<file path="config.mk">
export PLATFORM = sky130hd
export DESIGN_NAME = t1sc_bank
export DESIGN_NICKNAME = d
export VERILOG_FILES = /design/src/common/t1sc_pkg.sv /design/src/t1sc_bank.sv
export VERILOG_INCLUDE_DIRS = /design/src /design/src/common
export SDC_FILE = /design/constraint.sdc
export NUM_CORES = 1
export LEC_CHECK = 0
export BUFFER_PORTS_ARGS = -buffer_cell sky130_fd_sc_hd__buf_2
export CAP_MARGIN = 30
export CORE_ASPECT_RATIO = 2
export CORE_UTILIZATION = 40
export DETAILED_ROUTE_END_ITERATION = 8
export GPL_TIMING_DRIVEN = 0
export PLACE_DENSITY = 0.69
export SYNTH_ARGS = -nofsm -noshare
export SYNTH_HDL_FRONTEND = slang
export SYNTH_SLANG_ARGS = --single-unit
</file>
<file path="constraint.sdc">
create_clock -name clock_i -period 2.2 [get_ports clock_i]
set_clock_uncertainty 0.05 [all_clocks]
set_input_delay 0.22 -clock clock_i [delete_from_list [all_inputs] [get_ports clock_i]]
set_output_delay 0.22 -clock clock_i [all_outputs]
set_load 0.1 [all_outputs]
</file>
<file path="src/common/t1sc_regs.svh">
// Register word indices, field positions and reset values of the signaling change bank
`ifndef T1SC_REGS_SVH
`define T1SC_REGS_SVH
`define T1SC_IDX_SIG_0_7      12'h10d
`define T1SC_IDX_SIG_8_15     12'h10e
`define T1SC_IDX_SIG_16_23    12'h10f
`define T1SC_IDX_FRAME_CTRL   12'h112
`define T1SC_IDX_INT_STATUS   12'h114
`define T1SC_IDX_INT_MASK     12'h115
`define T1SC_BIT_IN_FRAME     7
`define T1SC_BIT_AIS          5
`define T1SC_BIT_ALARM_MASK   4
`define T1SC_BIT_YEL_EN       3
`define T1SC_BIT_YEL_DIR      2
`define T1SC_BIT_YEL_DATA     6
`define T1SC_CTRL_WMASK       8'h3c
`define T1SC_RST_BYTE         8'h00
`define T1SC_RST_SIG          24'h000000
`define T1SC_RST_INT          4'h0
`define T1SC_INT_SIG          0
`define T1SC_INT_LOF          1
`define T1SC_INT_FRAME_ALIGNMENT_CHANGE_ALARM         2
`define T1SC_INT_FE           3
`define T1SC_SLOTS            24
`endif

</file>
<file path="src/common/t1sc_pkg.sv">
// Types shared by the signaling change bank
package t1sc_pkg;
  typedef logic [7:0]  t1sc_byte_type;
  typedef logic [23:0] t1sc_slots_type;
  typedef logic [3:0]  t1sc_int_type;
endpackage : t1sc_pkg

</file>
<file path="src/t1sc_bank.sv">
// T1 receive signaling change flags, frame state and alarm controls behind APB
`timescale 1ns/10ps
`include "t1sc_regs.svh"
module t1sc_bank (
  // Clock, reset, enable
  input  wire logic        clock_i,
  input  wire logic        reset_n_i,
  input  wire logic        clk_en_i,
  // APB slave
  input  wire logic        psel_i,
  input  wire logic        penable_i,
  input  wire logic        pwrite_i,
  input  wire logic [13:0] paddr_i,
  input  wire logic [31:0] pwdata_i,
  output logic      [31:0] prdata_o,
  output logic             pready_o,
  output logic             pslverr_o,
  // Receive and transmit framer side
  input  wire logic        cas_mode_i,
  input  wire logic [23:0] sig_change_i,
  input  wire logic        in_frame_i,
  input  wire logic        frame_align_change_i,
  input  wire logic        framing_error_i,
  input  wire logic        rx_ser_i,
  input  wire logic        rx_ds0_bit_i,
  input  wire logic        tx_line_i,
  input  wire logic        tx_ds0_bit_i,
  // Data outputs
  output logic             receive_serial_output_o,
  output logic             egress_line_transmit_o,
  output logic             framing_alarm_mask_o,
  // Interrupt
  output logic             irq_o
);
  t1sc_pkg::t1sc_slots_type sig_q;
  t1sc_pkg::t1sc_byte_type  ctrl_q;
  t1sc_pkg::t1sc_byte_type  ctrl_d;
  t1sc_pkg::t1sc_int_type   ist_q;
  t1sc_pkg::t1sc_int_type   ist_d;
  t1sc_pkg::t1sc_int_type   ist_clr_w;
  t1sc_pkg::t1sc_int_type   imask_q;
  t1sc_pkg::t1sc_int_type   imask_d;
  t1sc_pkg::t1sc_byte_type  rbyte;
  logic                     in_frame_q;
  logic                     access_w;
  logic                     rd_w;
  logic                     wr_w;
  logic                     aligned_w;
  logic [11:0]              idx_w;
  logic                     hit_s0;
  logic                     hit_s1;
  logic                     hit_s2;
  logic                     hit_fc;
  logic                     hit_is;
  logic                     hit_im;
  logic                     mapped_w;
  logic                     clr_s0_w;
  logic                     clr_s1_w;
  logic                     clr_s2_w;
  t1sc_pkg::t1sc_slots_type set_w;
  t1sc_pkg::t1sc_int_type   ev_w;
  logic                     alarm_mask_w;
  logic                     ais_w;
  logic                     yel_w;
  logic                     yel_dir_w;
  logic                     rx_yel_w;
  logic                     tx_yel_w;
  logic                     rx_out_d;
  logic                     tx_out_d;
  logic                     irq_d;
  logic [31:0]              prdata_d;

  // Decode; registers are 32-bit words at four times their index
  assign access_w  = psel_i & penable_i & ~pready_o & clk_en_i;
  assign rd_w      = access_w & ~pwrite_i;
  assign wr_w      = access_w & pwrite_i;
  assign aligned_w = (paddr_i[1:0] == 2'h0);
  assign idx_w     = paddr_i[13:2];
  assign hit_s0    = aligned_w & (idx_w == `T1SC_IDX_SIG_0_7);
  assign hit_s1    = aligned_w & (idx_w == `T1SC_IDX_SIG_8_15);
  assign hit_s2    = aligned_w & (idx_w == `T1SC_IDX_SIG_16_23);
  assign hit_fc    = aligned_w & (idx_w == `T1SC_IDX_FRAME_CTRL);
  assign hit_is    = aligned_w & (idx_w == `T1SC_IDX_INT_STATUS);
  assign hit_im    = aligned_w & (idx_w == `T1SC_IDX_INT_MASK);
  assign mapped_w  = hit_s0 | hit_s1 | hit_s2 | hit_fc | hit_is | hit_im;

  // Flag layout: sig_q[23] is slot 0, sig_q[0] is slot 23
  // Each byte clears only on a read of its own register
  assign clr_s0_w = rd_w & hit_s0;
  assign clr_s1_w = rd_w & hit_s1;
  assign clr_s2_w = rd_w & hit_s2;
  assign set_w    = cas_mode_i ? sig_change_i : `T1SC_RST_SIG;

  // Slots 0 to 7
  t1sc_flag_byte #(
    .WIDTH (8)
  ) i_flags_s0 (
    .clock_i   (clock_i),
    .reset_n_i (reset_n_i),
    .clk_en_i  (clk_en_i),
    .clear_i   (clr_s0_w),
    .set_i     (set_w[23:16]),
    .flags_o   (sig_q[23:16])
  );

  // Slots 8 to 15
  t1sc_flag_byte #(
    .WIDTH (8)
  ) i_flags_s1 (
    .clock_i   (clock_i),
    .reset_n_i (reset_n_i),
    .clk_en_i  (clk_en_i),
    .clear_i   (clr_s1_w),
    .set_i     (set_w[15:8]),
    .flags_o   (sig_q[15:8])
  );

  // Slots 16 to 23
  t1sc_flag_byte #(
    .WIDTH (8)
  ) i_flags_s2 (
    .clock_i   (clock_i),
    .reset_n_i (reset_n_i),
    .clk_en_i  (clk_en_i),
    .clear_i   (clr_s2_w),
    .set_i     (set_w[7:0]),
    .flags_o   (sig_q[7:0])
  );

  // Reserved and read-only bits are dropped on write
  assign ctrl_d = (wr_w & hit_fc) ? (pwdata_i[7:0] & `T1SC_CTRL_WMASK) : ctrl_q;

  // Events raise sticky status; write one to clear, but a new event wins
  assign alarm_mask_w = ctrl_q[`T1SC_BIT_ALARM_MASK];
  assign ev_w[`T1SC_INT_SIG]  = |set_w;
  assign ev_w[`T1SC_INT_LOF]  = in_frame_q & ~in_frame_i & ~alarm_mask_w;
  assign ev_w[`T1SC_INT_FRAME_ALIGNMENT_CHANGE_ALARM] = frame_align_change_i & ~alarm_mask_w;
  assign ev_w[`T1SC_INT_FE]   = framing_error_i & ~alarm_mask_w;
  assign ist_clr_w = (wr_w & hit_is) ? pwdata_i[3:0] : `T1SC_RST_INT;
  assign ist_d     = (ist_q & ~ist_clr_w) | ev_w;
  assign imask_d   = (wr_w & hit_im) ? pwdata_i[3:0] : imask_q;
  // Taken from the next status so a fresh event is not held back a cycle
  assign irq_d     = |(ist_d & imask_q);

  // Read mux; in-frame is live state, reserved bits read zero
  assign rbyte = hit_s0 ? sig_q[23:16] :
                 hit_s1 ? sig_q[15:8] :
                 hit_s2 ? sig_q[7:0] :
                 hit_fc ? (ctrl_q | {in_frame_q, 7'h00}) :
                 hit_is ? {4'h0, ist_q} :
                 hit_im ? {4'h0, imask_q} : `T1SC_RST_BYTE;
  assign prdata_d = rd_w ? {24'h000000, rbyte} : prdata_o;

  // Datapath controls
  assign ais_w     = ctrl_q[`T1SC_BIT_AIS];
  assign yel_w     = ctrl_q[`T1SC_BIT_YEL_EN];
  assign yel_dir_w = ctrl_q[`T1SC_BIT_YEL_DIR];
  assign rx_yel_w  = yel_w & yel_dir_w & rx_ds0_bit_i;
  assign tx_yel_w  = yel_w & ~yel_dir_w & tx_ds0_bit_i;

  // AIS wins over ingress yellow: the whole stream is replaced, framing too
  assign rx_out_d = ais_w ? 1'b1 : (rx_yel_w ? 1'b0 : rx_ser_i);
  // Only bit 2 of a DS-0 is forced; the framer supplies the strobe
  assign tx_out_d = tx_yel_w ? 1'b0 : tx_line_i;

  always_ff @(posedge clock_i) begin
    if (!reset_n_i) begin
      ctrl_q <= `T1SC_RST_BYTE;
    end else if (clk_en_i) begin
      ctrl_q <= ctrl_d;
    end
  end

  always_ff @(posedge clock_i) begin
    if (!reset_n_i) begin
      ist_q <= `T1SC_RST_INT;
    end else if (clk_en_i) begin
      ist_q <= ist_d;
    end
  end

  always_ff @(posedge clock_i) begin
    if (!reset_n_i) begin
      imask_q <= `T1SC_RST_INT;
    end else if (clk_en_i) begin
      imask_q <= imask_d;
    end
  end

  always_ff @(posedge clock_i) begin
    if (!reset_n_i) begin
      in_frame_q <= 1'b0;
    end else if (clk_en_i) begin
      in_frame_q <= in_frame_i;
    end
  end

  // Bus answer: one wait state, error on unmapped or misaligned address
  always_ff @(posedge clock_i) begin
    if (!reset_n_i) begin
      pready_o <= 1'b0;
    end else if (clk_en_i) begin
      pready_o <= access_w;
    end
  end

  always_ff @(posedge clock_i) begin
    if (!reset_n_i) begin
      pslverr_o <= 1'b0;
    end else if (clk_en_i) begin
      pslverr_o <= access_w & ~mapped_w;
    end
  end

  // Read data holds until the next read so a slow master still sees it
  always_ff @(posedge clock_i) begin
    if (!reset_n_i) begin
      prdata_o <= 32'h00000000;
    end else if (clk_en_i) begin
      prdata_o <= prdata_d;
    end
  end

  // Interrupt and data outputs all come from flip-flops
  always_ff @(posedge clock_i) begin
    if (!reset_n_i) begin
      irq_o <= 1'b0;
    end else if (clk_en_i) begin
      irq_o <= irq_d;
    end
  end

  always_ff @(posedge clock_i) begin
    if (!reset_n_i) begin
      framing_alarm_mask_o <= 1'b0;
    end else if (clk_en_i) begin
      framing_alarm_mask_o <= alarm_mask_w;
    end
  end

  // Idles high so the receive side looks like an alarm until data flows
  always_ff @(posedge clock_i) begin
    if (!reset_n_i) begin
      receive_serial_output_o <= 1'b1;
    end else if (clk_en_i) begin
      receive_serial_output_o <= rx_out_d;
    end
  end

  always_ff @(posedge clock_i) begin
    if (!reset_n_i) begin
      egress_line_transmit_o <= 1'b0;
    end else if (clk_en_i) begin
      egress_line_transmit_o <= tx_out_d;
    end
  end
endmodule : t1sc_bank

// One read-clear byte of change flags
module t1sc_flag_byte #(
  parameter int unsigned WIDTH = 8
) (
  // Clock, reset, enable
  input  wire logic             clock_i,
  input  wire logic             reset_n_i,
  input  wire logic             clk_en_i,
  // Flag control
  input  wire logic             clear_i,
  input  wire logic [WIDTH-1:0] set_i,
  // Flag state
  output logic      [WIDTH-1:0] flags_o
);
  logic [WIDTH-1:0] flags_d;

  // Clear first, then set, so a change in the read cycle is not lost
  assign flags_d = (flags_o & ~{WIDTH{clear_i}}) | set_i;

  always_ff @(posedge clock_i) begin
    if (!reset_n_i) begin
      flags_o <= '0;
    end else if (clk_en_i) begin
      flags_o <= flags_d;
    end
  end
endmodule : t1sc_flag_byte
</file>
## Word level (Yosys, flattened, before mapping)

Index checks and enable logic that the tools add are counted.
Widths: inputs -> output; s select.

| word-level totals | value |
|---|---|
| output and inout port bits | 38 |
| bits of input ports | 84 |
| logic and storage cells | 88 |
| bits in registers | 51 |

| operators by class | value |
|---|---|
| mux-type cells | 11 |
| reduce and logical (&&, ||, !) cells | 6 |
| bitwise logic cells | 51 |
| equal/unequal tests | 6 |

Operator list:

| cell | count |
|---|---|
| $eq 12x9->1 const B | 6 |
| $mux 8 | 4 |
| $and 1x1->1 | 26 |
| $and 8x8->8 | 3 |
| $mux 24 | 1 |
| $not 8->8 | 3 |
| $or 8x8->8 | 3 |
| $reduce_or 24->1 | 1 |
| $mux 4 | 3 |
| $and 4x4->4 | 2 |
| $or 6x8->8 | 1 |
| $not 1->1 | 6 |
| $reduce_and 2->1 | 3 |
| $or 1x1->1 | 5 |
| $not 4->4 | 1 |
| $or 4x4->4 | 1 |
| $reduce_or 4->1 | 1 |
| $mux 1 | 3 |
| $logic_not 2->1 | 1 |

## Depth between registers and ports, before layout

| depth | value |
|---|---|
| word-level depth | 11 |
| mapped depth | 7 |
| gate-level depth less buffers | 5 |

## Hierarchy

A second synthesis with hierarchy kept.

| unflattened totals | value |
|---|---|
| cell total of the unflattened synthesis | 369 |
| area, all modules | 3148.0 um^2 |

By module, submodules not included:

| module | cells an instance | area an instance (um^2) | instances | sequential area each (um^2) |
|---|---|---|---|---|
| t1sc_bank | 258 | 2115.8 | 1 | 540.5 |
| t1sc_flag_byte | 37 | 344.1 | 3 | 160.2 |

## Worst setup path before layout

Ideal clock, no wire load.

| timing path | value |
|---|---|
| kind | flip-flop to flip-flop |
| start point | register pready_o |
| end point | register irq_o |
| stages on the path, launching flop included | 7 |
| setup time | 135 ps |
| setup slack | -87 ps |
| arrival | 2101 ps |
| period minus slack after synthesis | 2287 ps |
| path buffers | 1 |
| required time | 2015 ps |
| cell sequence | dfxtp_1 > and4b_1 > nand4_1 > or4b_1 > buf_2 > o31ai_4 > a41oi_1 |

| on the way | value |
|---|---|
| word-level cells in the longest chain between the ends | 11 |

RTL lines:

| element | RTL line | source |
|---|---|---|
| from (decl) | t1sc_bank.sv:16 | `output logic pready_o,` |
| from (signal assigned) | t1sc_bank.sv:203 | `pready_o <= access_w;` |
| $not 1->1 | t1sc_bank.sv:74 | `assign access_w = psel_i & penable_i & ~pready_o & clk_en_i;` |
| $and 1x1->1 (2 in a row) | t1sc_bank.sv:74 |  |
| $and 1x1->1 | t1sc_bank.sv:76 | `assign wr_w = access_w & pwrite_i;` |
| $and 1x1->1 | t1sc_bank.sv:139 | `` assign ist_clr_w = (wr_w & hit_is) ? pwdata_i[3:0] : `T1SC_RST_INT; `` |
| $mux 4 (no line) | n/a |  |
| $not 4->4 | t1sc_bank.sv:140 | `assign ist_d = (ist_q & ~ist_clr_w) \| ev_w;` |
| $and 4x4->4 | t1sc_bank.sv:140 |  |
| $or 4x4->4 | t1sc_bank.sv:140 |  |
| $and 4x4->4 | t1sc_bank.sv:143 | `assign irq_d = \|(ist_d & imask_q);` |
| $reduce_or 4->1 | t1sc_bank.sv:143 |  |
| to (signal assigned) | t1sc_bank.sv:229 | `irq_o <= irq_d;` |
| to (decl) | t1sc_bank.sv:33 | `output logic irq_o` |

Every way passes these cells.
A chain may end at the register's enable or synchronous reset.

## Final worst setup path

| timing path | value |
|---|---|
| start point | register pready_o |
| end point | register prdata_o[1] |

| on the way | value |
|---|---|
| word-level cells in the longest chain between the ends | 5 |

RTL lines:

| element | RTL line | source |
|---|---|---|
| $not 1->1 | t1sc_bank.sv:74 |  |
| $and 1x1->1 (2 in a row) | t1sc_bank.sv:74 |  |
| $and 1x1->1 | t1sc_bank.sv:75 | `assign rd_w = access_w & ~pwrite_i;` |
| $reduce_and 2->1 (no line) | n/a |  |
| to (signal assigned) | t1sc_bank.sv:220 | `prdata_o <= prdata_d;` |
| to (decl) | t1sc_bank.sv:15 | `output logic [31:0] prdata_o,` |

Every way passes these cells.

==> tab_implementation.tex <==
\begin{tabular}{lr}
\hline
Metric & Value \\
\hline
\multicolumn{2}{l}{\textbf{STA}} \\
Worst-case headroom to the max-slew limit & 59.86\% \\
Setup violators final & 0 \\
Max frequency & 496.7 MHz \\
Clock period minus final worst setup slack & 2.013 ns \\
Count of pins over their slew limit & 0 \\
Final hold violation count & 0 \\
Transition time at the pin with the least slew margin & 0.6008 ns \\
Post-route clock period utilization & 91.51\% \\
Unrepaired setup endpoints after global routing & no \\
\multicolumn{2}{l}{\textbf{Route}} \\
Average wire length per cell after detail routing & 16.34 um \\
Length of the first detailed-routing pass in iterations & 4 \\
Remaining antenna violation count after routing & 0 \\
Total wire length after detailed routing & 8.284 mm \\
Mean number of vias per cell & 5.318 \\
DR DRC count & 0 \\
Number of vias in the routed layout & 2696 \\
Number of design-rule violations left by the first detailed-router iteration & 140 \\
\multicolumn{2}{l}{\textbf{Worst hold path}} \\
Hold Path Cell Cnt & 3 \\
Min-delay src & pwdata\_i[4] \\
Worst hold path type & in2reg \\
Worst Hold Endpoint & ctrl\_q[4] \\
\multicolumn{2}{l}{\textbf{GRT}} \\
Via count of the first global-routing pass & 2658 \\
Pin count of the biggest net entering global routing & 17 \\
Initial antenna violation count & 0 \\
Wire length of the first global-routing pass & 12.99 mm \\
GRT Util Overall & 24.13\% \\
Global-route congestion overflow total & 0 \\
\multicolumn{2}{l}{\textbf{Pwr}} \\
Sequential cell fraction of total power & 40.6\% \\
Leakage power summed over all cells & 0.001426 uW \\
Proportion of power drawn by the clock network & 38.3\% \\
PwrDens & 691.2 nW/um2 \\
Internal Pwr Total & 1673 uW \\
Peak supply drop & 0.3557 mV \\
Portion of total power attributed to combinational logic & 21.1\% \\
Reported net switching power & 744.8 uW \\
Switching share of power & 30.80\% \\
\multicolumn{2}{l}{\textbf{Synthesis}} \\
Simple logic cell fraction of the synthesized area & 27.22\% \\
Mean cell area of the mapped netlist & 8.703 um2 \\
YS warnings & 0 \\
Combinational family with the most area after synthesis & simple AND/OR/NAND/NOR gates \\
Mapped cell area & 2768 um2 \\
Number of enable-type register cells in the synthesized netlist & 0 \\
Share of the yosys chip area belonging to registers & 36.89\% \\
Number of synthesized register bits & 51 \\
Fraction of synthesized area in multiplexers & 5.289\% \\
Post-synth top flop & sky130\_fd\_sc\_hd\_\_dfxtp\_1 \\
Number of distinct standard cells referenced by the synthesized netlist & 47 \\
Proportion of register bits with asynchronous set or reset after synthesis & 0\% \\
Xor/xnor share of the synthesized area & 0\% \\
Mapped Cells & 318 \\
Post-synthesis compound-gate area fraction & 21.16\% \\
Synthesized-area fraction occupied by adder cells & 0\% \\
\multicolumn{2}{l}{\textbf{Critical path}} \\
Count of cell instances traversed by the critical path & 6 \\
Data arrival time at the worst-slack endpoint & 2.20 ns \\
CP endpoint kind & register \\
Cell-by-cell trace of the critical path & nand4b\_1 -> nor2\_1 -> clkbuf\_1 -> nand3\_2 -> o21ai\_0 -> a22o\_1 \\
Highest net fanout along the worst path & 10 \\
Data required time of the critical path & 2.39 ns \\
Largest incremental delay on the critical path & 0.40 ns \\
Critical path buffer and inverter count & 1 \\
R2r worst-path depth & 6 \\
Reg-to-reg critical path endpoint & prdata\_o[1] \\
Launch instance of the worst register-to-register path & pready\_o \\
R2r setup slk & 0.19 ns \\
Slowest cell on the critical path & sky130\_fd\_sc\_hd\_\_clkbuf\_1 \\
Startpoint types & register \\
Family with the most delay on the worst path & simple AND/OR/NAND/NOR gates \\
Type of the worst setup path & reg2reg \\
\multicolumn{2}{l}{\textbf{Clock tree}} \\
Clock edge transition at the registers on the reported setup and hold paths & 0.07 ns \\
Longest Clk Path Bufs & 2 \\
Clock insertion delay at the later pin of the skew report & 0.29 ns \\
Clock tree from TritonCTS & yes \\
Clk sinks & 51 \\
Number of buffers inserted during clock tree synthesis & 5 \\
CTS Hold Bufs & 0 \\
Depth of the CTS H-tree & 2 \\
Root Driver & sky130\_fd\_sc\_hd\_\_clkbuf\_16 \\
Cts repair resizes & 0 \\
Total setup buffers inserted after CTS & 0 \\
\multicolumn{2}{l}{\textbf{Layout}} \\
Post-route design area & 3498 um2 \\
Area growth, synth to finish & 26.40\% \\
Antenna fix cells & 0 \\
Post-Route Utilization & 52.42\% \\
FILL cells & 677 \\
Sequential standard cell area & 1022 um2 \\
Area occupied by multi-input gates & 1580 um2 \\
Layout cells sized above 1 & 27.45\% \\
Leading cell types in the layout, fill and taps excluded & sky130\_fd\_sc\_hd\_\_buf\_2 (72), sky130\_fd\_sc\_hd\_\_dfxtp\_1 (50), sky130\_fd\_sc\_hd\_\_nor2b\_1 (40) \\
Net total in the final layout & 502 \\
Commonest non-fill, non-tap cell in the layout & sky130\_fd\_sc\_hd\_\_buf\_2 \\
\multicolumn{2}{l}{\textbf{Floorplanning}} \\
Area of the die & 7276 um2 \\
Top-Level Pins & 122 \\
Die Height & 119.6 um \\
Placeable Area & 6674 um2 \\
Die W & 60.82 um \\
Total number of placement rows & 42 \\
Starting Density & 41.47\% \\
\multicolumn{2}{l}{\textbf{Flow run}} \\
\# Max-Cap Violations & 0 \\
\multicolumn{2}{l}{\textbf{Placement}} \\
Post-DP HPWL & 6.490 mm \\
Routability Congestion & 0.9028 \\
Post-place instance area & 3316 um2 \\
Number of port buffers & 70 \\
\multicolumn{2}{l}{\textbf{Status}} \\
Result of the run & finished clean \\
\hline
\end{tabular}
-- cells in the mapped netlist, types with 6 or more instances --
cell type	count	area share, %
sky130_fd_sc_hd__a21boi_0	9	2.4
sky130_fd_sc_hd__a21oi_1	8	1.4
sky130_fd_sc_hd__a22oi_1	26	7.1
sky130_fd_sc_hd__buf_4	24	6.5
sky130_fd_sc_hd__clkbuf_1	12	1.6
sky130_fd_sc_hd__dfxtp_1	51	37
sky130_fd_sc_hd__inv_1	6	0.81
sky130_fd_sc_hd__mux2i_1	9	3.3
sky130_fd_sc_hd__nand2_1	21	2.8
sky130_fd_sc_hd__nand3_1	11	2.0
sky130_fd_sc_hd__nand4_1	6	1.4
sky130_fd_sc_hd__nor2_1	7	0.95
sky130_fd_sc_hd__nor2b_1	40	9.0
sky130_fd_sc_hd__nor4_1	6	1.4
sky130_fd_sc_hd__o21ai_0	25	4.5
-- power groups by stage --
| stage | Combinational (uW) | Sequential (uW) | Clock [uW] |
|---|---|---|---|
| finish | 510 | 983 | 926 |
| global route | 542 | 985 | 965 |
| CTS | 508 | 982 | 929 |
| detailed placement | 505 | 1000 | 0 |
| global placement | 501 | 1000 | 0 |
| floorplan | 336 | 1050 | 0 |
-- through the flow --
stage / cells / hold WS [ns] / setup TNS [ns] / total power (uW) / setup slack [ns]
after floorplan: 341 / 0.3123 / 0 / 1386 / 0.1410
after global placement: 499 / 0.3967 / 0 / 1502 / 0.02323
after detailed placement: 499 / 0.3999 / -0.001191 / 1507 / -0.001191
after CTS: 507 / 0.1503 / 0 / 2419 / 0.06449
after global routing: 507 / 0.1574 / 0 / 2492 / 0.04769
final: 507 / 0.1489 / 0 / 2418 / 0.1868
-- metal layers --
layer	GRT usage [%]	up-vias	share of wire, %
met2	44.92	106	56
li1	-	1309	-
met3	3.017	27	4.4
met1	24.05	1254	35
met4	13.21	0	4.8
met5	0	-	0
-- tightest hold or removal path: cells and delay by family --
| kind | cells | cell delay, ns |
|---|---|---|
| buffers and inverters | 1 | 0.08 |
| AND/OR/NAND/NOR | 1 | 0.09 |
| multiplexers | 1 | 0.06 |
-- logic make-up after synthesis --
kind of cell / count (synthesis)
AO/OA/AOI/OAI: 86
buffers and inverters: 44
flip-flops: 51
multiplexers: 14
other: 1
AND/OR/NAND/NOR: 122
-- state kept, by name, indices dropped and copies added, names as in the netlist --
name,flops
i_flags_s0.flags_o,8
i_flags_s1.flags_o,8
i_flags_s2.flags_o,8
prdata_o,8
ctrl_q,4
imask_q,4
ist_q,4
egress_line_transmit_o,1
framing_alarm_mask_o,1
in_frame_q,1
irq_o,1
pready_o,1
pslverr_o,1
receive_serial_output_o,1
-- area by class of cell --
class,instances,share of cell area (%)
Multi-Input combinational cell,246,45.17
Sequential cell,51,29.22
Timing Repair Buffer,70,10.01
Buffer,38,6.724
Clock buffer,6,3.970
Tap cell,88,3.147
Clock inverter,2,1.109
Inverter,6,0.6438
-- worst max path at each step --
| stage | start | to |
|---|---|---|
| 3_5_place_dp | clk_en_i | prdata_o[1] |
| 3_3_place_gp | clk_en_i | prdata_o[1] |
| 5_1_grt | paddr_i[11] | pslverr_o |
| 2_1_floorplan | pready_o | irq_o |
| 4_1_cts | pready_o | prdata_o[1] |
| 6_report | pready_o | prdata_o[1] |
Power figures use the tool's default switching activity.
